**config.mk**
```make
export PLATFORM = sky130hd
export DESIGN_NAME = cfgdec_top
export DESIGN_NICKNAME = d
export VERILOG_FILES = /design/src/logic/cfgdec_pkg.sv /design/src/logic/cfgdec_nvm.sv /design/src/logic/cfgdec_delay.sv /design/src/logic/cfgdec_top.sv
export VERILOG_INCLUDE_DIRS = /design/src /design/src/logic
export SDC_FILE = /design/constraint.sdc
export NUM_CORES = 1
export LEC_CHECK = 0
export ABC_AREA = 1
export BUFFER_PORTS_ARGS = -buffer_cell sky130_fd_sc_hd__buf_2
export CORE_ASPECT_RATIO = 0.8
export CORE_MARGIN = 1.5
export CORE_UTILIZATION = 32
export CTS_CLUSTER_DIAMETER = 30
export CTS_CLUSTER_SIZE = 20
export DETAILED_ROUTE_END_ITERATION = 6
export GPL_TIMING_DRIVEN = 1
export PLACE_DENSITY = 0.47
export SYNTH_ARGS = -nofsm -noshare
export SYNTH_HDL_FRONTEND = slang
export SYNTH_SLANG_ARGS = --single-unit
```
**constraint.sdc**
```tcl
create_clock -name i_clk -period 2.1 [get_ports i_clk]
set_clock_uncertainty 0.05 [all_clocks]
set_input_delay 0.105 -clock i_clk [delete_from_list [all_inputs] [get_ports i_clk]]
set_output_delay 0.105 -clock i_clk [all_outputs]
set_load 0.01 [all_outputs]
```
**src/logic/cfgdec_defs.svh**
```systemverilog
// Constants for the configuration word decoder: map, fields, timing
`ifndef CFGDEC_DEFS_SVH
`define CFGDEC_DEFS_SVH

// ==========================================================
// Bus and address map (word indices, byte address = 4 x index)
`define CFGDEC_AW           16
`define CFGDEC_IDX_W        14
`define CFGDEC_IDX_STATUS   14'h0000
`define CFGDEC_IDX_CTRL     14'h0001
`define CFGDEC_IDX_SPACE_LO 14'h2000
`define CFGDEC_IDX_SPACE_HI 14'h3FFF
`define CFGDEC_IDX_CFG      14'h2007
`define CFGDEC_NVM_WORDS    8
`define CFGDEC_NVM_IW       3
`define CFGDEC_RESP_OKAY    2'h0
`define CFGDEC_RESP_SLVERR  2'h2

// ==========================================================
// Configuration word fields
`define CFGDEC_WORD_W       14
`define CFGDEC_WORD_ERASED  14'h3FFF
`define CFGDEC_PP_HI        13
`define CFGDEC_PP_LO        4
`define CFGDEC_RCP_HI_HI    13
`define CFGDEC_RCP_HI_LO    8
`define CFGDEC_DMP_BIT      7
`define CFGDEC_RCP_LO_HI    6
`define CFGDEC_RCP_LO_LO    4
`define CFGDEC_PUDE_BIT     3
`define CFGDEC_WDEN_BIT     2
`define CFGDEC_OSC_HI_BIT   1
`define CFGDEC_OSC_LO_BIT   0
`define CFGDEC_OSC_RC       2'h3

// ==========================================================
// Status and control register fields
`define CFGDEC_ST_OSC_LO    0
`define CFGDEC_ST_OSC_HI    1
`define CFGDEC_ST_WDTEN     2
`define CFGDEC_ST_PWRTEN    3
`define CFGDEC_ST_PPROT     4
`define CFGDEC_ST_DPROT     5
`define CFGDEC_ST_PROG      6
`define CFGDEC_ST_SLEEP     7
`define CFGDEC_ST_WDTFLAG   8
`define CFGDEC_ST_RUN       9
`define CFGDEC_CT_SLEEP     0
`define CFGDEC_CT_WDTCLR    1
`define CFGDEC_CT_FLAGCLR   2
`define CFGDEC_CT_ERASE     3

// ==========================================================
// Timing
`define CFGDEC_CLK_KHZ      25000
`define CFGDEC_PUD_MS       72
`define CFGDEC_OSU_CYCLES   1024
`define CFGDEC_TICK_DIV     25
`define CFGDEC_TICK_W       5
`define CFGDEC_WDT_TICKS    18000
`define CFGDEC_WDT_W        16
`define CFGDEC_DLY_W        21

`endif

```
**src/logic/cfgdec_pkg.sv**
```systemverilog
// Types for the configuration word decoder
`include "cfgdec_defs.svh"

package cfgdec_pkg;

	// ==========================================================
	// Sequencer states
	typedef enum logic [2:0] {
		S_SYNC_A, S_SYNC_B, S_CAPTURE, S_PUD, S_OSU, S_RUN, S_MCLR, S_SLEEP
	} cfgdec_state_t;

	// ==========================================================
	// AXI4-Lite carriers
	typedef struct packed {
		logic                   awvalid;
		logic [`CFGDEC_AW-1:0]  awaddr;
		logic                   wvalid;
		logic [31:0]            wdata;
		logic [3:0]             wstrb;
		logic                   bready;
		logic                   arvalid;
		logic [`CFGDEC_AW-1:0]  araddr;
		logic                   rready;
	} cfgdec_axi_req_t;

	typedef struct packed {
		logic        awready;
		logic        wready;
		logic        bvalid;
		logic [1:0]  bresp;
		logic        arready;
		logic        rvalid;
		logic [31:0] rdata;
		logic [1:0]  rresp;
	} cfgdec_axi_rsp_t;

	// ==========================================================
	// Decoded configuration
	typedef struct packed {
		logic prog_protect;
		logic data_memory_protect_bit;
		logic powerup_delay_enable_n;
		logic watchdog_enable_cfg;
		logic osc_select_hi;
		logic osc_select_lo;
	} cfgdec_cfg_t;

	// ==========================================================
	// Module states
	typedef struct packed {
		logic [`CFGDEC_NVM_WORDS-1:0][`CFGDEC_WORD_W-1:0] word;
	} cfgdec_nvm_t;

	typedef struct packed {
		logic [`CFGDEC_DLY_W-1:0] cnt;
		logic                     busy;
		logic                     done;
	} cfgdec_dly_t;

	typedef struct packed {
		cfgdec_state_t            st;
		cfgdec_cfg_t              cfg;
		cfgdec_axi_rsp_t          rsp;
		logic                     aw_got;
		logic [`CFGDEC_AW-1:0]    awaddr;
		logic                     w_got;
		logic [31:0]              wdata;
		logic [3:0]               wstrb;
		logic [1:0]               mclr_s;
		logic [1:0]               osc_s;
		logic [1:0]               prog_s;
		logic [1:0]               rom_s;
		logic [`CFGDEC_TICK_W-1:0] tick_cnt;
		logic [`CFGDEC_WDT_W-1:0] wdt_cnt;
		logic                     wdt_flag;
		logic                     wdt_pulse;
		logic                     osu_armed;
		logic                     dev_reset_n;
		logic                     sleeping;
	} cfgdec_st_t;

endpackage

```
**src/logic/cfgdec_nvm.sv**
```systemverilog
// Nonvolatile configuration space words, programmed and erased by the tool
`include "cfgdec_defs.svh"

module cfgdec_nvm (
	// Clock
	input  wire logic                        i_clk,
	// Programming port
	input  wire logic                        i_we,
	input  wire logic                        i_erase,
	input  wire logic [`CFGDEC_NVM_IW-1:0]   i_idx,
	input  wire logic [`CFGDEC_WORD_W-1:0]   i_wdata,
	input  wire logic [`CFGDEC_WORD_W-1:0]   i_wmask,
	// Stored words
	output cfgdec_pkg::cfgdec_nvm_t          o_mem
);

	// ==========================================================
	// Storage
	// No reset: contents survive every reset, as nonvolatile cells do
	cfgdec_pkg::cfgdec_nvm_t q;
	cfgdec_pkg::cfgdec_nvm_t d;

	always_comb begin
		d = q;
		if (i_erase) begin
			for (int i = 0; i < `CFGDEC_NVM_WORDS; i++) begin
				d.word[i] = `CFGDEC_WORD_ERASED;
			end
		end else if (i_we) begin
			// Programming only clears bits; erase is the only way back to 1
			d.word[i_idx] = q.word[i_idx] & ~(i_wmask & ~i_wdata);
		end
	end

	always_ff @(posedge i_clk) begin
		q <= d;
	end

	assign o_mem = q;

endmodule

```
**src/logic/cfgdec_delay.sv**
```systemverilog
// Start-triggered cycle delay with a one-cycle done pulse
`include "cfgdec_defs.svh"

module cfgdec_delay #(
	parameter int unsigned CYCLES = 1
) (
	// Clock and reset
	input  wire logic i_clk,
	input  wire logic i_rst_n,
	// Control
	input  wire logic i_start,
	output logic      o_done
);

	// ==========================================================
	// Counter
	cfgdec_pkg::cfgdec_dly_t q;
	cfgdec_pkg::cfgdec_dly_t d;

	always_comb begin
		d = q;
		d.done = 1'b0;
		if (i_start) begin
			d.busy = 1'b1;
			d.cnt  = '0;
		end else if (q.busy) begin
			if (q.cnt == `CFGDEC_DLY_W'(CYCLES - 1)) begin
				d.busy = 1'b0;
				d.done = 1'b1;
			end else begin
				d.cnt = q.cnt + `CFGDEC_DLY_W'(1);
			end
		end
	end

	always_ff @(posedge i_clk) begin
		if (!i_rst_n) begin
			q <= '0;
		end else begin
			q <= d;
		end
	end

	assign o_done = q.done;

endmodule

```
**src/logic/cfgdec_top.sv**
```systemverilog
// Configuration word decoder with reset timers, watchdog and AXI4-Lite access
//
// How it works
// - Config word lives at index 2007h and drives all device options.
// - Programmed bits read 0, unprogrammed bits read 1.
// - Indices 2000h-3FFFh reachable only in programming mode.
// - Flash variant: any zero in bits 13:4 protects all memory.
// - ROM variant: bit 7 protects data; bits 13:8 and 6:4 protect program.
// - Bit 3 low enables the power-up delay timer.
// - Bit 2 high enables the watchdog.
// - Bits 1:0 pick RC, high-speed, standard or low-power crystal mode.
// - Power-up delay holds reset 72 ms, only after power-on.
// - Start-up timer holds reset 1024 cycles after the crystal reports stable.
// - Watchdog runs on its own tick; only the config bit disables it.
// - Sleep ends on external reset, watchdog time-out or interrupt.
`include "cfgdec_defs.svh"

module cfgdec_top #(
	parameter int unsigned PUD_CYCLES  = `CFGDEC_PUD_MS * `CFGDEC_CLK_KHZ,
	parameter int unsigned WDT_TICKS   = `CFGDEC_WDT_TICKS
) (
	// Clock and power-on reset
	input  wire logic                      i_clk,
	input  wire logic                      i_rst_n,
	// Register bus
	input  wire cfgdec_pkg::cfgdec_axi_req_t i_axi,
	output cfgdec_pkg::cfgdec_axi_rsp_t    o_axi,
	// Pins
	input  wire logic                      i_prog_mode,
	input  wire logic                      i_rom_variant,
	input  wire logic                      i_mclr_n,
	input  wire logic                      i_osc_stable,
	// Core interrupt request, same clock
	input  wire logic                      i_irq,
	// Decoded configuration and reset control
	output cfgdec_pkg::cfgdec_cfg_t        o_cfg,
	output logic                           o_dev_reset_n,
	output logic                           o_sleeping,
	output logic                           o_wdt_timeout
);

	// ==========================================================
	// Decoding helpers
	function automatic logic in_cfg_space(input logic [`CFGDEC_IDX_W-1:0] idx);
		in_cfg_space = (idx >= `CFGDEC_IDX_SPACE_LO) && (idx <= `CFGDEC_IDX_SPACE_HI);
	endfunction

	function automatic logic in_nvm(input logic [`CFGDEC_IDX_W-1:0] idx);
		in_nvm = (idx >= `CFGDEC_IDX_SPACE_LO)
			&& (idx < `CFGDEC_IDX_SPACE_LO + `CFGDEC_IDX_W'(`CFGDEC_NVM_WORDS));
	endfunction

	function automatic cfgdec_pkg::cfgdec_cfg_t decode(
		input logic [`CFGDEC_WORD_W-1:0] w,
		input logic                      rom
	);
		cfgdec_pkg::cfgdec_cfg_t c;
		c = '0;
		if (rom) begin
			c.prog_protect = ~&{w[`CFGDEC_RCP_HI_HI:`CFGDEC_RCP_HI_LO],
				w[`CFGDEC_RCP_LO_HI:`CFGDEC_RCP_LO_LO]};
			c.data_memory_protect_bit = ~w[`CFGDEC_DMP_BIT];
		end else begin
			c.prog_protect = ~&w[`CFGDEC_PP_HI:`CFGDEC_PP_LO];
			c.data_memory_protect_bit = c.prog_protect;
		end
		c.powerup_delay_enable_n = w[`CFGDEC_PUDE_BIT];
		c.watchdog_enable_cfg    = w[`CFGDEC_WDEN_BIT];
		c.osc_select_hi          = w[`CFGDEC_OSC_HI_BIT];
		c.osc_select_lo          = w[`CFGDEC_OSC_LO_BIT];
		decode = c;
	endfunction

	// ==========================================================
	// State and submodule wiring
	cfgdec_pkg::cfgdec_st_t  q;
	cfgdec_pkg::cfgdec_st_t  d;
	cfgdec_pkg::cfgdec_nvm_t nvm;

	logic                       nvm_we;
	logic                       nvm_erase;
	logic [`CFGDEC_WORD_W-1:0]  nvm_mask;
	logic                       pud_start;
	logic                       pud_done;
	logic                       osu_start;
	logic                       osu_done;
	logic                       tick;
	logic                       wdt_to;
	logic                       sleep_req;
	logic                       wdt_clr;
	logic                       flag_clr;
	logic                       aw_hs;
	logic                       w_hs;
	logic                       prog;
	logic [`CFGDEC_IDX_W-1:0]   widx;
	logic [`CFGDEC_IDX_W-1:0]   ridx;
	logic [31:0]                rword;
	logic [1:0]                 rresp;

	cfgdec_nvm u_nvm (
		.i_clk   (i_clk),
		.i_we    (nvm_we),
		.i_erase (nvm_erase),
		.i_idx   (widx[`CFGDEC_NVM_IW-1:0]),
		.i_wdata (q.wdata[`CFGDEC_WORD_W-1:0]),
		.i_wmask (nvm_mask),
		.o_mem   (nvm)
	);

	cfgdec_delay #(.CYCLES(PUD_CYCLES)) u_pud (
		.i_clk   (i_clk),
		.i_rst_n (i_rst_n),
		.i_start (pud_start),
		.o_done  (pud_done)
	);

	cfgdec_delay #(.CYCLES(`CFGDEC_OSU_CYCLES)) u_osu (
		.i_clk   (i_clk),
		.i_rst_n (i_rst_n),
		.i_start (osu_start),
		.o_done  (osu_done)
	);

	// ==========================================================
	// Next state
	always_comb begin
		d          = q;
		nvm_we     = 1'b0;
		nvm_erase  = 1'b0;
		pud_start  = 1'b0;
		osu_start  = 1'b0;
		sleep_req  = 1'b0;
		wdt_clr    = 1'b0;
		flag_clr   = 1'b0;
		rword      = '0;
		rresp      = `CFGDEC_RESP_OKAY;
		widx       = q.awaddr[`CFGDEC_AW-1:2];
		ridx       = i_axi.araddr[`CFGDEC_AW-1:2];
		prog       = q.prog_s[1];
		nvm_mask   = {{(`CFGDEC_WORD_W-8){q.wstrb[1]}}, {8{q.wstrb[0]}}};

		// Pin synchronisers
		d.mclr_s = {q.mclr_s[0], i_mclr_n};
		d.osc_s  = {q.osc_s[0], i_osc_stable};
		d.prog_s = {q.prog_s[0], i_prog_mode};
		d.rom_s  = {q.rom_s[0], i_rom_variant};

		// ======================================================
		// Write channel: address and data taken in either order
		aw_hs = i_axi.awvalid & q.rsp.awready;
		w_hs  = i_axi.wvalid & q.rsp.wready;
		if (aw_hs) begin
			d.aw_got = 1'b1;
			d.awaddr = i_axi.awaddr;
		end
		if (w_hs) begin
			d.w_got = 1'b1;
			d.wdata = i_axi.wdata;
			d.wstrb = i_axi.wstrb;
		end
		if (q.rsp.bvalid && i_axi.bready) begin
			d.rsp.bvalid = 1'b0;
		end
		if (q.aw_got && q.w_got && !q.rsp.bvalid) begin
			d.aw_got     = 1'b0;
			d.w_got      = 1'b0;
			d.rsp.bvalid = 1'b1;
			d.rsp.bresp  = `CFGDEC_RESP_OKAY;
			if (in_cfg_space(widx)) begin
				if (prog && in_nvm(widx)) begin
					nvm_we = 1'b1;
				end else if (!prog) begin
					d.rsp.bresp = `CFGDEC_RESP_SLVERR;
				end
			end else if (widx == `CFGDEC_IDX_CTRL) begin
				if (q.wstrb[0]) begin
					sleep_req = q.wdata[`CFGDEC_CT_SLEEP];
					wdt_clr   = q.wdata[`CFGDEC_CT_WDTCLR];
					flag_clr  = q.wdata[`CFGDEC_CT_FLAGCLR];
					nvm_erase = q.wdata[`CFGDEC_CT_ERASE] & prog;
				end
			end else if (widx != `CFGDEC_IDX_STATUS) begin
				d.rsp.bresp = `CFGDEC_RESP_SLVERR;
			end
		end
		d.rsp.awready = !d.aw_got && !d.rsp.bvalid;
		d.rsp.wready  = !d.w_got && !d.rsp.bvalid;

		// ======================================================
		// Read channel
		if (in_cfg_space(ridx)) begin
			if (!prog) begin
				rresp = `CFGDEC_RESP_SLVERR;
			end else if (in_nvm(ridx)) begin
				rword = 32'(nvm.word[ridx[`CFGDEC_NVM_IW-1:0]]);
			end else begin
				rword = 32'(`CFGDEC_WORD_ERASED);
			end
		end else if (ridx == `CFGDEC_IDX_STATUS) begin
			rword[`CFGDEC_ST_OSC_LO]  = q.cfg.osc_select_lo;
			rword[`CFGDEC_ST_OSC_HI]  = q.cfg.osc_select_hi;
			rword[`CFGDEC_ST_WDTEN]   = q.cfg.watchdog_enable_cfg;
			rword[`CFGDEC_ST_PWRTEN]  = ~q.cfg.powerup_delay_enable_n;
			rword[`CFGDEC_ST_PPROT]   = q.cfg.prog_protect;
			rword[`CFGDEC_ST_DPROT]   = q.cfg.data_memory_protect_bit;
			rword[`CFGDEC_ST_PROG]    = prog;
			rword[`CFGDEC_ST_SLEEP]   = q.sleeping;
			rword[`CFGDEC_ST_WDTFLAG] = q.wdt_flag;
			rword[`CFGDEC_ST_RUN]     = q.dev_reset_n;
		end else if (ridx != `CFGDEC_IDX_CTRL) begin
			rresp = `CFGDEC_RESP_SLVERR;
		end
		if (q.rsp.rvalid && i_axi.rready) begin
			d.rsp.rvalid = 1'b0;
		end
		if (i_axi.arvalid && q.rsp.arready) begin
			d.rsp.rvalid = 1'b1;
			d.rsp.rdata  = rword;
			d.rsp.rresp  = rresp;
		end
		d.rsp.arready = !d.rsp.rvalid;

		// ======================================================
		// Watchdog tick: free-running divider, stands for its own oscillator
		tick = (q.tick_cnt == `CFGDEC_TICK_W'(`CFGDEC_TICK_DIV - 1));
		d.tick_cnt = tick ? '0 : q.tick_cnt + `CFGDEC_TICK_W'(1);

		// No run-time disable: software may only restart the count
		wdt_to = q.cfg.watchdog_enable_cfg && tick
			&& (q.st == cfgdec_pkg::S_RUN || q.st == cfgdec_pkg::S_SLEEP)
			&& (q.wdt_cnt == `CFGDEC_WDT_W'(WDT_TICKS - 1));
		if (!q.cfg.watchdog_enable_cfg || wdt_clr || wdt_to) begin
			d.wdt_cnt = '0;
		end else if (tick && (q.st == cfgdec_pkg::S_RUN
				|| q.st == cfgdec_pkg::S_SLEEP)) begin
			d.wdt_cnt = q.wdt_cnt + `CFGDEC_WDT_W'(1);
		end
		d.wdt_pulse = wdt_to;
		// Event beats a clear in the same cycle
		if (flag_clr) begin
			d.wdt_flag = 1'b0;
		end
		if (wdt_to) begin
			d.wdt_flag = 1'b1;
		end

		// ======================================================
		// Reset and sleep sequencer
		unique case (q.st)
			cfgdec_pkg::S_SYNC_A: begin
				d.st = cfgdec_pkg::S_SYNC_B;
			end
			cfgdec_pkg::S_SYNC_B: begin
				d.st = cfgdec_pkg::S_CAPTURE;
			end
			cfgdec_pkg::S_CAPTURE: begin
				// Only place the decoded outputs change; held until next power-on
				d.cfg = decode(nvm.word[`CFGDEC_IDX_CFG - `CFGDEC_IDX_SPACE_LO],
					q.rom_s[1]);
				if (!d.cfg.powerup_delay_enable_n) begin
					pud_start = 1'b1;
					d.st = cfgdec_pkg::S_PUD;
				end else begin
					d.st = cfgdec_pkg::S_OSU;
				end
			end
			cfgdec_pkg::S_PUD: begin
				if (pud_done) begin
					d.st = cfgdec_pkg::S_OSU;
				end
			end
			cfgdec_pkg::S_OSU: begin
				// RC mode has no crystal to wait for
				if ({q.cfg.osc_select_hi, q.cfg.osc_select_lo} == `CFGDEC_OSC_RC) begin
					d.st = cfgdec_pkg::S_RUN;
				end else if (!q.osu_armed && q.osc_s[1]) begin
					osu_start   = 1'b1;
					d.osu_armed = 1'b1;
				end else if (osu_done) begin
					d.osu_armed = 1'b0;
					d.st = cfgdec_pkg::S_RUN;
				end
			end
			cfgdec_pkg::S_RUN: begin
				if (!q.mclr_s[1]) begin
					d.st = cfgdec_pkg::S_MCLR;
				end else if (sleep_req) begin
					d.st = cfgdec_pkg::S_SLEEP;
					d.wdt_cnt = '0;
				end
			end
			cfgdec_pkg::S_MCLR: begin
				// Power-up delay is not repeated after a pin reset
				if (q.mclr_s[1]) begin
					d.st = cfgdec_pkg::S_RUN;
				end
			end
			cfgdec_pkg::S_SLEEP: begin
				if (!q.mclr_s[1]) begin
					d.st = cfgdec_pkg::S_MCLR;
				end else if (wdt_to || i_irq) begin
					d.st = cfgdec_pkg::S_OSU;
				end
			end
		endcase

		// Watchdog time-out while running resets the core for one cycle
		d.dev_reset_n = (d.st == cfgdec_pkg::S_RUN || d.st == cfgdec_pkg::S_SLEEP)
			&& !(wdt_to && q.st == cfgdec_pkg::S_RUN);
		d.sleeping = (d.st == cfgdec_pkg::S_SLEEP);
	end

	// ==========================================================
	// State register
	always_ff @(posedge i_clk) begin
		if (!i_rst_n) begin
			q <= '0;
		end else begin
			q <= d;
		end
	end

	// ==========================================================
	// Outputs
	assign o_axi         = q.rsp;
	assign o_cfg         = q.cfg;
	assign o_dev_reset_n = q.dev_reset_n;
	assign o_sleeping    = q.sleeping;
	assign o_wdt_timeout = q.wdt_pulse;

endmodule

```
# Yosys cells after proc, flatten, opt, wreduce, memory -nomap -nowiden
# Index checks and enable logic that the tools add are counted.
# totals
inputBits	80
regBits	296
wordCells	218
out_inout_bits	50
# op_classes
addsub	4
n_eq_ne	16
reduce_logical	50
n_bitwise	15
mux	79
n_lt_le_gt_ge	9
# ops
operator	count
$bwmux 112	1
$bmux 14 s3	2
$mux 16	5
$mux 14	5
$add 21x1->21 const B	2
$demux 14 s3	1
$mux 37	1
$mux 35	1
$mux 1	34
$mux 3	11
$and 14x14->14	2
$ge 14x14->1 const B	2
$le 14x14->1 const B	2
$lt 14x14->1 const B	2
$not 14->14	2
$mux 2	13
$pmux 3 s8	1
$mux 22	1
$eq 21x10->1 const B	1
$eq 21x21->1 const B	1
$logic_and 1x1->1	20
$mux 10	2
$eq 3x3->1 const B	6
$mux 17	1
other kinds (25)	54

# Depth between registers and ports, before layout
# Gate-level depths: netlist (run 1).
# depth
ltp_word	11
mapped_depth	13
ltp_nobuf	13

# By module
# A second synthesis (run 1) with hierarchy kept.
# hier_totals
hier_cells	2140
area_unflattened_um2	13952.1
# modules_own_cells
module	instances	cells_each	area_each_um2
cfgdec_nvm	1	896	5630.4
cfgdec_top	1	821	5594.1
cfgdec_delay (u_osu)	1	213	1422.6
cfgdec_delay (u_pud)	1	210	1305.0

# Worst setup path before layout (run 1)
# Ideal clock, no wire load.
# synth_path
kind	register to register
from	register u_osu.q[2] in the netlist's numbering
to	register u_osu.q[11] in the netlist's numbering
stages_incl_launch_ff	11
synth_period_minus_slack_ps	1708
path_buffers	1
arrival_ps	1526
path_slack_ps	392
path_cell_list	dfxtp_1 > ha_1 > nand2_1 > nor2_2 > and2_1 > nand3_1 > nand2_1 > inv_2 > buf_2 > nand2_1 > a21oi_1
# synth_between
elab_chain_len	3
elab_cells_between_ends	4
classes_between	add/sub: 1; eq/ne: 1; bitwise: 1; reduce/logical: 1
# synth_rtl
item	line	text
start, declared	cfgdec_delay.sv:17	cfgdec_pkg::cfgdec_dly_t q;
start signal, assigned	cfgdec_delay.sv:38	q <= '0;
start signal, assigned	cfgdec_delay.sv:40	q <= d;
branches (longest 3 deep; another with $add 21x1->21)	n/a	
# Parallel ways; which one is timed is not known.
# A chain may end at the register's enable or synchronous reset.

# Worst setup path after layout (run 1)
# layout_path
from	register q, in the netlist o_axi[40]
to	register q[73] in the netlist's numbering
# layout_between
elab_chain_len	1
# layout_rtl
item	line	text
start, declared	cfgdec_top.sv:76	cfgdec_pkg::cfgdec_st_t q;
start signal, assigned	cfgdec_top.sv:317	q <= '0;
start signal, assigned	cfgdec_top.sv:319	q <= d;
$and 1x1->1	cfgdec_top.sv:150	aw_hs = i_axi.awvalid & q.rsp.awready;
# No other way between the ends.

==> results of run 1 <==
[state kept, by name (all words and copies together), names as in the netlist]
| signal | count |
|---|---|
| nvm_mask | 2 |
| u_osu.o_done | 1 |
| u_pud.q | 22 |
| q | 59 |
| o_sleeping | 1 |
| o_axi | 21 |
| d | 4 |
| u_nvm.o_mem | 112 |
| o_cfg | 6 |
| prog | 1 |
| u_pud.o_done | 1 |
| u_osu.q | 22 |
| o_dev_reset_n | 1 |
| o_wdt_timeout | 1 |
[what timing repair did]
| action | 4_1_cts | 5_1_grt |
|---|---|---|
| endpoints found under the hold margin | 67 | 0 |
| setup buffers | 0 | 4 |
| resized for setup | 0 | 11 |
| hold buffers | 65 | 0 |
| endpoints found under the setup margin | 0 | 61 |
[worst max-delay path: cells and delay by family (launching register included)]
family                 cells  cell delay (ns)
AO/OA/AOI/OAI              2             0.17
flip-flops                 1             0.33
AND/OR/NAND/NOR            1             0.07
buffers and inverters      3             1.27
[metal layers]
metal	up-vias	part of all wire [%]	track usage, %
met4	0	2.5	7.246
li1	6952	-	-
met5	-	0	0
met2	492	42	32.36
met3	83	7.4	3.887
met1	6448	48	32.54
[Yosys cell counts, drive strengths merged]
| master | instances | area, sq um |
|---|---|---|
| a211oi | 2 | 15.01 |
| a21boi | 1 | 7.510 |
| a21oi | 133 | 665.6 |
| a221oi | 2 | 17.52 |
| a22oi | 18 | 135.1 |
| a31oi | 1 | 6.260 |
| a41oi | 1 | 8.760 |
| and2 | 2 | 12.51 |
| buf | 94 | 633.1 |
| clkbuf | 41 | 155.1 |
| clkinv | 5 | 20.01 |
| conb | 1 | 3.750 |
| dfxtp | 254 | 5085 |
| ha | 5 | 62.56 |
| inv | 229 | 859.6 |
| mux2i | 3 | 30.03 |
| nand2 | 517 | 1958 |
| nand3 | 239 | 1236 |
| nand3b | 11 | 102.6 |
| nand4 | 38 | 271.5 |
| nor2 | 186 | 754.5 |
| nor3 | 48 | 274.0 |
| nor3b | 2 | 15.01 |
| nor4 | 5 | 46.29 |
| o2111ai | 1 | 8.760 |
| o211ai | 4 | 35.03 |
| o21ai | 142 | 710.7 |
| o21bai | 2 | 15.01 |
| o22ai | 8 | 50.05 |
| o31ai | 1 | 7.510 |
| or2 | 5 | 31.28 |
| xnor2 | 2 | 17.52 |
| xor2 | 34 | 297.8 |
[cells in the final DEF (no fill, tap or decap), types with 44 or more instances in the layout]
| cell | n |
|---|---|
| inv_1 | 209 |
| dfxtp_1 | 253 |
| a21oi_1 | 133 |
| buf_4 | 75 |
| nor3_1 | 44 |
| nand2_1 | 509 |
| nand3_1 | 234 |
| buf_2 | 85 |
| clkbuf_16 | 61 |
| o21ai_0 | 132 |
| dlygate4sd3_1 | 65 |
| nor2_1 | 175 |
[per-stage QoR]
stage / total power [uW] / setup TNS, ns
floorplan: 6025 / 0
global placement: 6444 / 0
detailed placement: 6447 / 0
CTS: 16580 / 0
global route: 16990 / -0.01287
finish: 16410 / 0
[kinds of logic after synthesis]
logic type,Yosys count
AND/OR/NAND/NOR,1053
buffers and inverters,369
AO/OA/AOI/OAI,316
flip-flops,254
XOR/XNOR,36
adder cells (fa/ha/maj),5
multiplexers,3
other,1
[power by group]
part / internal (uW) / total (uW) / switching, uW
clock network: 6760 / 9920 / 3170
registers: 4980 / 5120 / 138
logic: 476 / 1370 / 889
[worst max path at each step]
stage | start | end | slack (ns) | cells after the start
2_1_floorplan | u_osu.q[2] | u_osu.q[11] | 0.39 | 10
3_3_place_gp | q[75] | u_nvm.o_mem[64] | 0.12 | 8
3_5_place_dp | q[73] | u_nvm.o_mem[24] | 0.09 | 8
4_1_cts | q[73] | u_nvm.o_mem[38] | 0.04 | 8
5_1_grt | u_pud.q[3] | u_pud.q[12] | -0.005 | 11
6_report | o_axi[40] | q[73] | 0.09 | 6
[area by class of cell]
class	instances	area, sq um	share of cell area (%)
multi-input combinational	1433	6885	39.33
sequential	254	5086	29.05
clock inverter	36	503.0	2.873
timing repair buffer	233	1777	10.15
tap	552	690.7	3.945
clock buffer	76	1673	9.556
timing repair inverter	1	7.507	0.04288
inverter	234	883.3	5.046
==> results.cfg, run 1 <==
[layout]
layout.cells.non_filler = 2819
post-route-util_pct = 41.85
post-route-cell-area_sq_um = 17510
fill_cells = 4367
drive_gt1_share_pct = 14.95
area_delta_synth_final_pct = 29.20
fin_nets = 2302
n_antenna_cell = 0

[grt]
grt_pass1_wl_um = 74580
grt_max_degree = 94
track_usage_pct = 22.13
first_global_vias = 12960
grt_overflow = 0
antenna_found_initial = 0

[sta]
worst_pin_slew_ns = 0.7006
report.final.hold_viol_count = 0
slew_headroom_pct = 53.24
fmax_mhz = 497.6
min_period_over_period_pct = 95.69
holdWs_ns = 0.01244
finalSetupViolCount = 0
slew_violations = 0
period_needed_ns = 2.009
setup_ws_ns = 0.09052

[drt]
drtIter0Drc = 1264
vias = 13980
first_pass_iters = 5
ant_nets = 0
totalWireLength_um = 48330
wl_per_cell_um = 17.15
drcViolationCount = 0
viasPerCell = 4.957

[job]
cap_violations = 0

[worst_setup_path]
slowest_stage = dlygate4sd3_1
rrSetupSlack_ns = 0.09
r2r_cells = 6
worst_setup_path_end_kind = flop
arrival_ns = 2.46
worstSetupPathType = reg2reg
r2r_end = q[73]
reg2reg_from = o_axi[40]
cp.required_ns = 2.55
cpPeakStageDelay_ns = 0.56
crit_top_cell = dlygate4sd3_1
path_cells = nand2_1, buf_8, o21ai_0, dlygate4sd3_1, a21oi_1, dlygate4sd3_1
cp_max_fo = 21
critPathLaunchType = flop

[pwr]
peakVddDrop_mv = 0.5979
power.density_nw_per_um2 = 937.4
power_leakage_uw = 0.007889

[floorplan]
die_y_um = 187.0
io_pins = 130
design.core.area_sq_um = 41830
rows = 67
fp.dieW_um = 233.1
die-area_sq_um = 43590
initial_utilization_pct = 32.39

[placed_design]
io_buffers = 85
place_area_sq_um = 14610
hpwl_um = 33060
place_inst = 2637
gp_congestion = 0.8764
dp_slack_ns = 0.08834

[min_path]
hold_path_class = in2reg
min_path_cells = 5
min_from = i_axi[72]
holdPathEnd = q[84]

[synth]
synthCells = 2037
yosys.area_share.simple_pct = 34.70
syn_area_sq_um = 13550
synth_seq_cells = 254
synth_mux_area_share_pct = 0.2216
synthAdderAreaFrac_pct = 0.4617
ys_types = 53
synth.avg_cell_area_sq_um = 6.652
ys_seq_area_share_pct = 37.53
synth_compound_area_share_pct = 12.42
synth-xor-area-share_pct = 2.327
yosys_warnings = 0
synth_top_family_by_area = simple AND/OR/NAND/NOR gates

[clocking]
cts_inserted_buffers = 60
clock_insertion_delay_worst_skew_ns = 0.62
htreeDepth = 2
cts_tree = done
clkSlewWorstSetupHoldPaths_ns = 0.05
root_buffer = clkbuf_16
numClockSinks = 254
cts_buffer_depth = 3

[outcome]
run_status = completed
No activity file was read; power rests on OpenSTA's default activity.
==> run 2, diff against run 1 <==
==> constraint.sdc (replaced) <==
create_clock -name i_clk -period 2.1 [get_ports i_clk]
set_clock_uncertainty 0.05 [all_clocks]
set_input_delay 0.21 -clock i_clk [delete_from_list [all_inputs] [get_ports i_clk]]
set_output_delay 0.21 -clock i_clk [all_outputs]
set_load 0.01 [all_outputs]
==> run 2 against run 1 <==
Compared with the run above: setup slack better by 0.039 ns; routed wire length is 0.38% higher; sequential share of layout area is 0.061 points lower; flip-flop and latch count stayed put; first-iteration DRC count is 1.7% lower; maximum frequency is 2.0% higher; global-route usage is 0.079 points higher; combinational power is 3% lower; design area is 0.19% higher; largest cell class unchanged; via count hardly changed.
==> results.cfg, run 2 (synthesis gave the netlist of run 1 again) <==
[floorplan]
die-area_sq_um = 43590
io_pins = 130
design.core.area_sq_um = 41830
rows = 67
initial_utilization_pct = 32.39
fp.dieW_um = 233.1
die_y_um = 187.0

[worst_setup_path]
r2r_cells = 8
slowest_stage = dfxtp_1
reg2reg_from = q[75]
critPathLaunchType = flop
worst_setup_path_end_kind = flop
worstSetupPathType = reg2reg
crit_family = simple AND/OR/NAND/NOR gates
rrSetupSlack_ns = 0.13
crit_top_cell = nand3_1
path_cells = nor2_2, nand2_2, inv_2, buf_4, nand2_1, nand4_1, nand3_1, nand3_1
r2r_end = u_nvm.o_mem[93]
path_buf_inv = 2
cpPeakStageDelay_ns = 0.42
cp.required_ns = 2.50
arrival_ns = 2.37
cp_max_fo = 11

[sta]
period_needed_ns = 1.971
rsz0062_at_grt = true
report.final.hold_viol_count = 0
finalSetupViolCount = 0
slew_violations = 0
fmax_mhz = 507.4
slew_headroom_pct = 56.37
worst_pin_slew_ns = 0.6537
min_period_over_period_pct = 93.84
setup_ws_ns = 0.1293

[clocking]
clkSlewWorstSetupHoldPaths_ns = 0.05
numClockSinks = 254
cts_buffer_depth = 3
clock_insertion_delay_worst_skew_ns = 0.59
root_buffer = clkbuf_16
cts_inserted_buffers = 69
cts_tree = done
htreeDepth = 3

[layout]
final_common_cell = nand2_1
fin_nets = 2286
layout.cells.non_filler = 2810
n_antenna_cell = 0
layout_common_cells = nand2_1 (509), dfxtp_1 (254), nand3_1 (234)
area_delta_synth_final_pct = 29.44
largest_reg_flops = 112
post-route-util_pct = 41.93
drive_gt1_share_pct = 15.77

[job]
cap_violations = 0

[min_path]
holdPathEnd = o_axi[3]
min_from = i_axi[16]
hold_path_class = in2reg
min_path_cells = 5

[pwr]
power.density_nw_per_um2 = 995.2
power_leakage_uw = 0.007958
peakVddDrop_mv = 0.6548

[grt]
first_global_vias = 12920
grt_overflow = 0
track_usage_pct = 22.21
antenna_found_initial = 0
grt_pass1_wl_um = 74530
grt_max_degree = 69

[drt]
drcViolationCount = 0
wl_per_cell_um = 17.27
vias = 13970
ant_nets = 0
viasPerCell = 4.970
totalWireLength_um = 48520
drtIter0Drc = 1243
first_pass_iters = 6

[placed_design]
hpwl_um = 33230
io_buffers = 85
gp_congestion = 0.8756
place_inst = 2642
dp_slack_ns = 0.03139

[outcome]
run_status = completed
run 2: cell types whose count changed in the layout (fill, tap and decap cells not counted), moves of 2 or more:
| cell | change |
|---|---|
| buf_12 | +3 |
| buf_4 | +4 |
| buf_6 | -2 |
| clkbuf_16 | +8 |
| clkbuf_8 | -2 |
| clkinv_2 | +10 |
| clkinv_4 | +2 |
| clkinv_8 | +3 |
| clkinvlp_4 | -10 |
| dlygate4sd3_1 | -28 |
| inv_16 | -2 |
| inv_6 | +3 |
run 2: worst max-delay path by stage:
stage | from | slack, ns | endpoint | cells after the start
3_3_place_gp | q[73] | 0.06 | u_nvm.o_mem[24] | 8
5_1_grt | u_pud.q[3] | -0.03 | u_pud.q[2] | 10
3_5_place_dp | q[73] | 0.03 | u_nvm.o_mem[52] | 8
4_1_cts | q[73] | 0.04 | u_nvm.o_mem[54] | 8
6_report | q[75] | 0.13 | u_nvm.o_mem[93] | 8
2_1_floorplan | u_osu.q[2] | 0.39 | u_osu.q[11] | 10
run 2: per-layer routing:
metal	vias to the layer above	global-route usage, %	part of all wire (%)
met3	109	5.152	7.8
met4	0	9.380	3.4
met1	6430	32.43	48
li1	6917	-	-
met2	509	30.81	40
met5	-	0	0
run 2: power breakdown:
group          switching (uW)  internal, uW
clock network            3440          7560
registers                 130          4990
logic                     887           444
total                    4460         13000
run 2: timing repair:
action | in CTS | in global routing
setup endpoints to repair | 1 | 36
pin swaps | 1 | 1
hold buffers | 37 | 0
gates resized for setup | 0 | 4
endpoints found under the hold margin | 40 | 0
setup buffers | 2 | 1
cloned | 0 | 0
run 2: final cells by class:
class | count | area [sq um]
flip-flops and latches | 254 | 5085
clock inverters | 46 | 605.6
repair buffers | 209 | 1549
well taps | 552 | 690.7
multi-input cells | 1433 | 6880
fillers | 4380 | 24290
inverters | 234 | 882.1
clock buffers | 82 | 1846
run 2: per-stage QoR:
stage | setup TNS [ns] | hold slack, ns | area, sq um | total power [uW]
after global routing | -0.06604 | 0.04706 | 17540 | 18050
after floorplan | 0 | 0.2576 | 13620 | 6025
after detailed placement | 0 | 0.3475 | 14680 | 6468
final | 0 | 0.01470 | 17540 | 17450
after global placement | 0 | 0.3457 | 14680 | 6465
after CTS | 0 | 0.001322 | 17520 | 17620
run 2: worst register-to-register path, cell delays in order (launching register included):
cell,delay [ns]
dfxtp_1,0.42
nor2_2,0.09
nand2_2,0.31
inv_2,0.13
buf_4,0.19
nand2_1,0.06
nand4_1,0.31
nand3_1,0.17
nand3_1,0.09
==> run 3, diff against run 2 <==
==> constraint.sdc (replaced) <==
create_clock -name i_clk -period 2 [get_ports i_clk]
set_clock_uncertainty 0.05 [all_clocks]
set_input_delay 0.2 -clock i_clk [delete_from_list [all_inputs] [get_ports i_clk]]
set_output_delay 0.2 -clock i_clk [all_outputs]
set_load 0.01 [all_outputs]
==> run 3 against run 2 <==
Compared with the run above: setup slack got worse by 0.019 ns; critical path depth up 2; first-iteration DRC count grew 10%; utilization increased by 0.36 points; sequential share of layout area decreased by 0.22 points; clock power about the same; flip-flop and latch count unchanged; worst hold slack improved by 0.011 ns; critical path type unchanged; cell count grew 0.25%; combinational power grew 9%; highest routed layer unchanged; critical endpoint is now u_nvm.o_mem[69].
==> results.cfg, run 3 (synthesis gave the netlist of run 1 again) <==
[pwr]
p_seq_share_pct = 30.7
p_clk_share_pct = 61.1
power_leakage_uw = 0.007983
p_sw_uw = 4455
power.density_nw_per_um2 = 990.1
p_int_uw = 13060
peakVddDrop_mv = 0.5529
comb_power_share_pct = 8.3
sw_frac_of_total_pct = 25.43

[sta]
rsz0062_at_grt = false
period_needed_ns = 1.889
worst_pin_slew_ns = 0.4993
slew_violations = 0
report.final.hold_viol_count = 0
finalSetupViolCount = 0
min_period_over_period_pct = 94.46
slew_headroom_pct = 66.66
fmax_mhz = 529.3

[drt]
vias = 14100
ant_nets = 0
totalWireLength_um = 49340
drcViolationCount = 0
first_pass_iters = 6
viasPerCell = 5.005
drtIter0Drc = 1372
wl_per_cell_um = 17.52

[worst_setup_path]
r2r_cells = 10
startpoint = q[75]
worst_setup_path_end_kind = flop
crit_end = u_nvm.o_mem[69]
critPathLaunchType = flop
slowest_stage = dfxtp_1
path_buf_inv = 2
crit_family = simple AND/OR/NAND/NOR gates
path_cells = nand2_2, inv_2, nand2_4, inv_2, nand2_1, o21ai_0, nor2_1, nand4_4, nand3_1, nand3_1
worstSetupPathType = reg2reg
rrSetupSlack_ns = 0.11
cp.required_ns = 2.41
path_depth = 10
arrival_ns = 2.30
cp_max_fo = 8
reg2reg_from = q[75]
cpPeakStageDelay_ns = 0.36
r2r_end = u_nvm.o_mem[69]

[outcome]
run_status = completed

[placed_design]
place_area_sq_um = 14800
gp_congestion = 0.8726
io_buffers = 85
hpwl_um = 33660

[clocking]
numClockSinks = 254
cts_tree = done
cts_buffer_depth = 3
clkSlewWorstSetupHoldPaths_ns = 0.05
htreeDepth = 3
root_buffer = clkbuf_16
cts_inserted_buffers = 68
clock_insertion_delay_worst_skew_ns = 0.59

[floorplan]
fp.dieW_um = 233.1
initial_utilization_pct = 32.39
die_y_um = 187.0
die-area_sq_um = 43590
rows = 67
design.core.area_sq_um = 41830
io_pins = 130

[layout]
fill_cells = 4378
layout_common_cells = nand2_1 (507), dfxtp_1 (250), nand3_1 (234)
multiInputGateArea_sq_um = 6954
largest_reg_flops = 112
post-route-cell-area_sq_um = 17690
n_antenna_cell = 0
fin_nets = 2302
drive_gt1_share_pct = 16.07
final_common_cell = nand2_1
seqCellArea_sq_um = 5090
area_delta_synth_final_pct = 30.56
post-route-util_pct = 42.29

[grt]
grt_max_degree = 69
track_usage_pct = 22.43
grt_pass1_wl_um = 75790
antenna_found_initial = 0
grt_overflow = 0
first_global_vias = 13230

[min_path]
hold_path_class = in2reg
min_from = i_axi[72]

[job]
cap_violations = 0
-- run 3: cell count changes in the layout (fill, tap and decap cells not counted), sizes merged --
cell         previous run  this run
bufinv                 10         6
inv                   237       233
clkinvlp                4        10
clkbuf                 82        85
buf                   172       180
clkinv                 29        22
dlygate4sd3            37        42
-- run 3: what timing repair did --
action | in CTS | in global routing
buffers inserted | 4 | 3
gates resized for setup | 0 | 35
hold endpoints to repair | 44 | 0
pin swaps | 3 | 4
cloned | 0 | 4
endpoints found under the setup margin | 22 | 128
hold buffers | 42 | 0
-- run 3: worst min path at each step --
stage	endpoint	slack [ns]	depth (start not counted)
2_1_floorplan	d[27]	0.25	2
6_report	q[74]	0.03	3
5_1_grt	q[73]	0.04	3
3_3_place_gp	d[27]	0.34	3
4_1_cts	q[74]	0.005	3
3_5_place_dp	d[33]	0.34	3
-- run 3: area by class of cell --
type	instances	share of cell area (%)
inverters	234	5.050
clock buffers	84	10.49
repair inverters	3	0.1273
flip-flops and latches	254	28.77
multi-input cells	1433	39.31
repair buffers	223	10.13
well taps	552	3.904
clock inverters	34	2.214
-- run 3: power groups by stage --
stage / combinational [uW] / sequential (uW) / clock [uW]
after CTS: 1420 / 5370 / 10900
after floorplan: 912 / 5410 / 0
after detailed placement: 1350 / 5460 / 0
final: 1450 / 5370 / 10700
after global routing: 1580 / 5390 / 11200
after global placement: 1350 / 5450 / 0
-- run 3: layer usage --
layer  up-vias  track usage [%]  part of all wire (%)
li1       6962                -                     -
met2       546            31.85                    42
met3        93            5.000                   7.7
met1      6498            33.00                    48
met5         -                0                     0
met4         0            7.593                   2.5
-- run 3: per-stage QoR --
stage	setup WS [ns]	hold WS, ns	total power (uW)	instances	setup TNS [ns]
floorplan	0.2920	0.2476	6326	2056	0
global placement	0.06321	0.3412	6805	2646	0
detailed placement	-0.01135	0.3405	6808	2646	-0.02391
CTS	0.002214	0.004926	17690	2810	0
global route	0.01018	0.04166	18130	2817	0
finish	0.1108	0.02598	17510	2817	0
-- run 3: worst reg2reg max path, cell delays in order (launching register included) --
cell     delay [ns]
dfxtp_1        0.36
nand2_2        0.14
inv_2          0.07
nand2_4        0.15
inv_2          0.17
nand2_1        0.09
o21ai_0        0.11
nor2_1         0.22
nand4_4        0.20
nand3_1        0.14
nand3_1        0.07
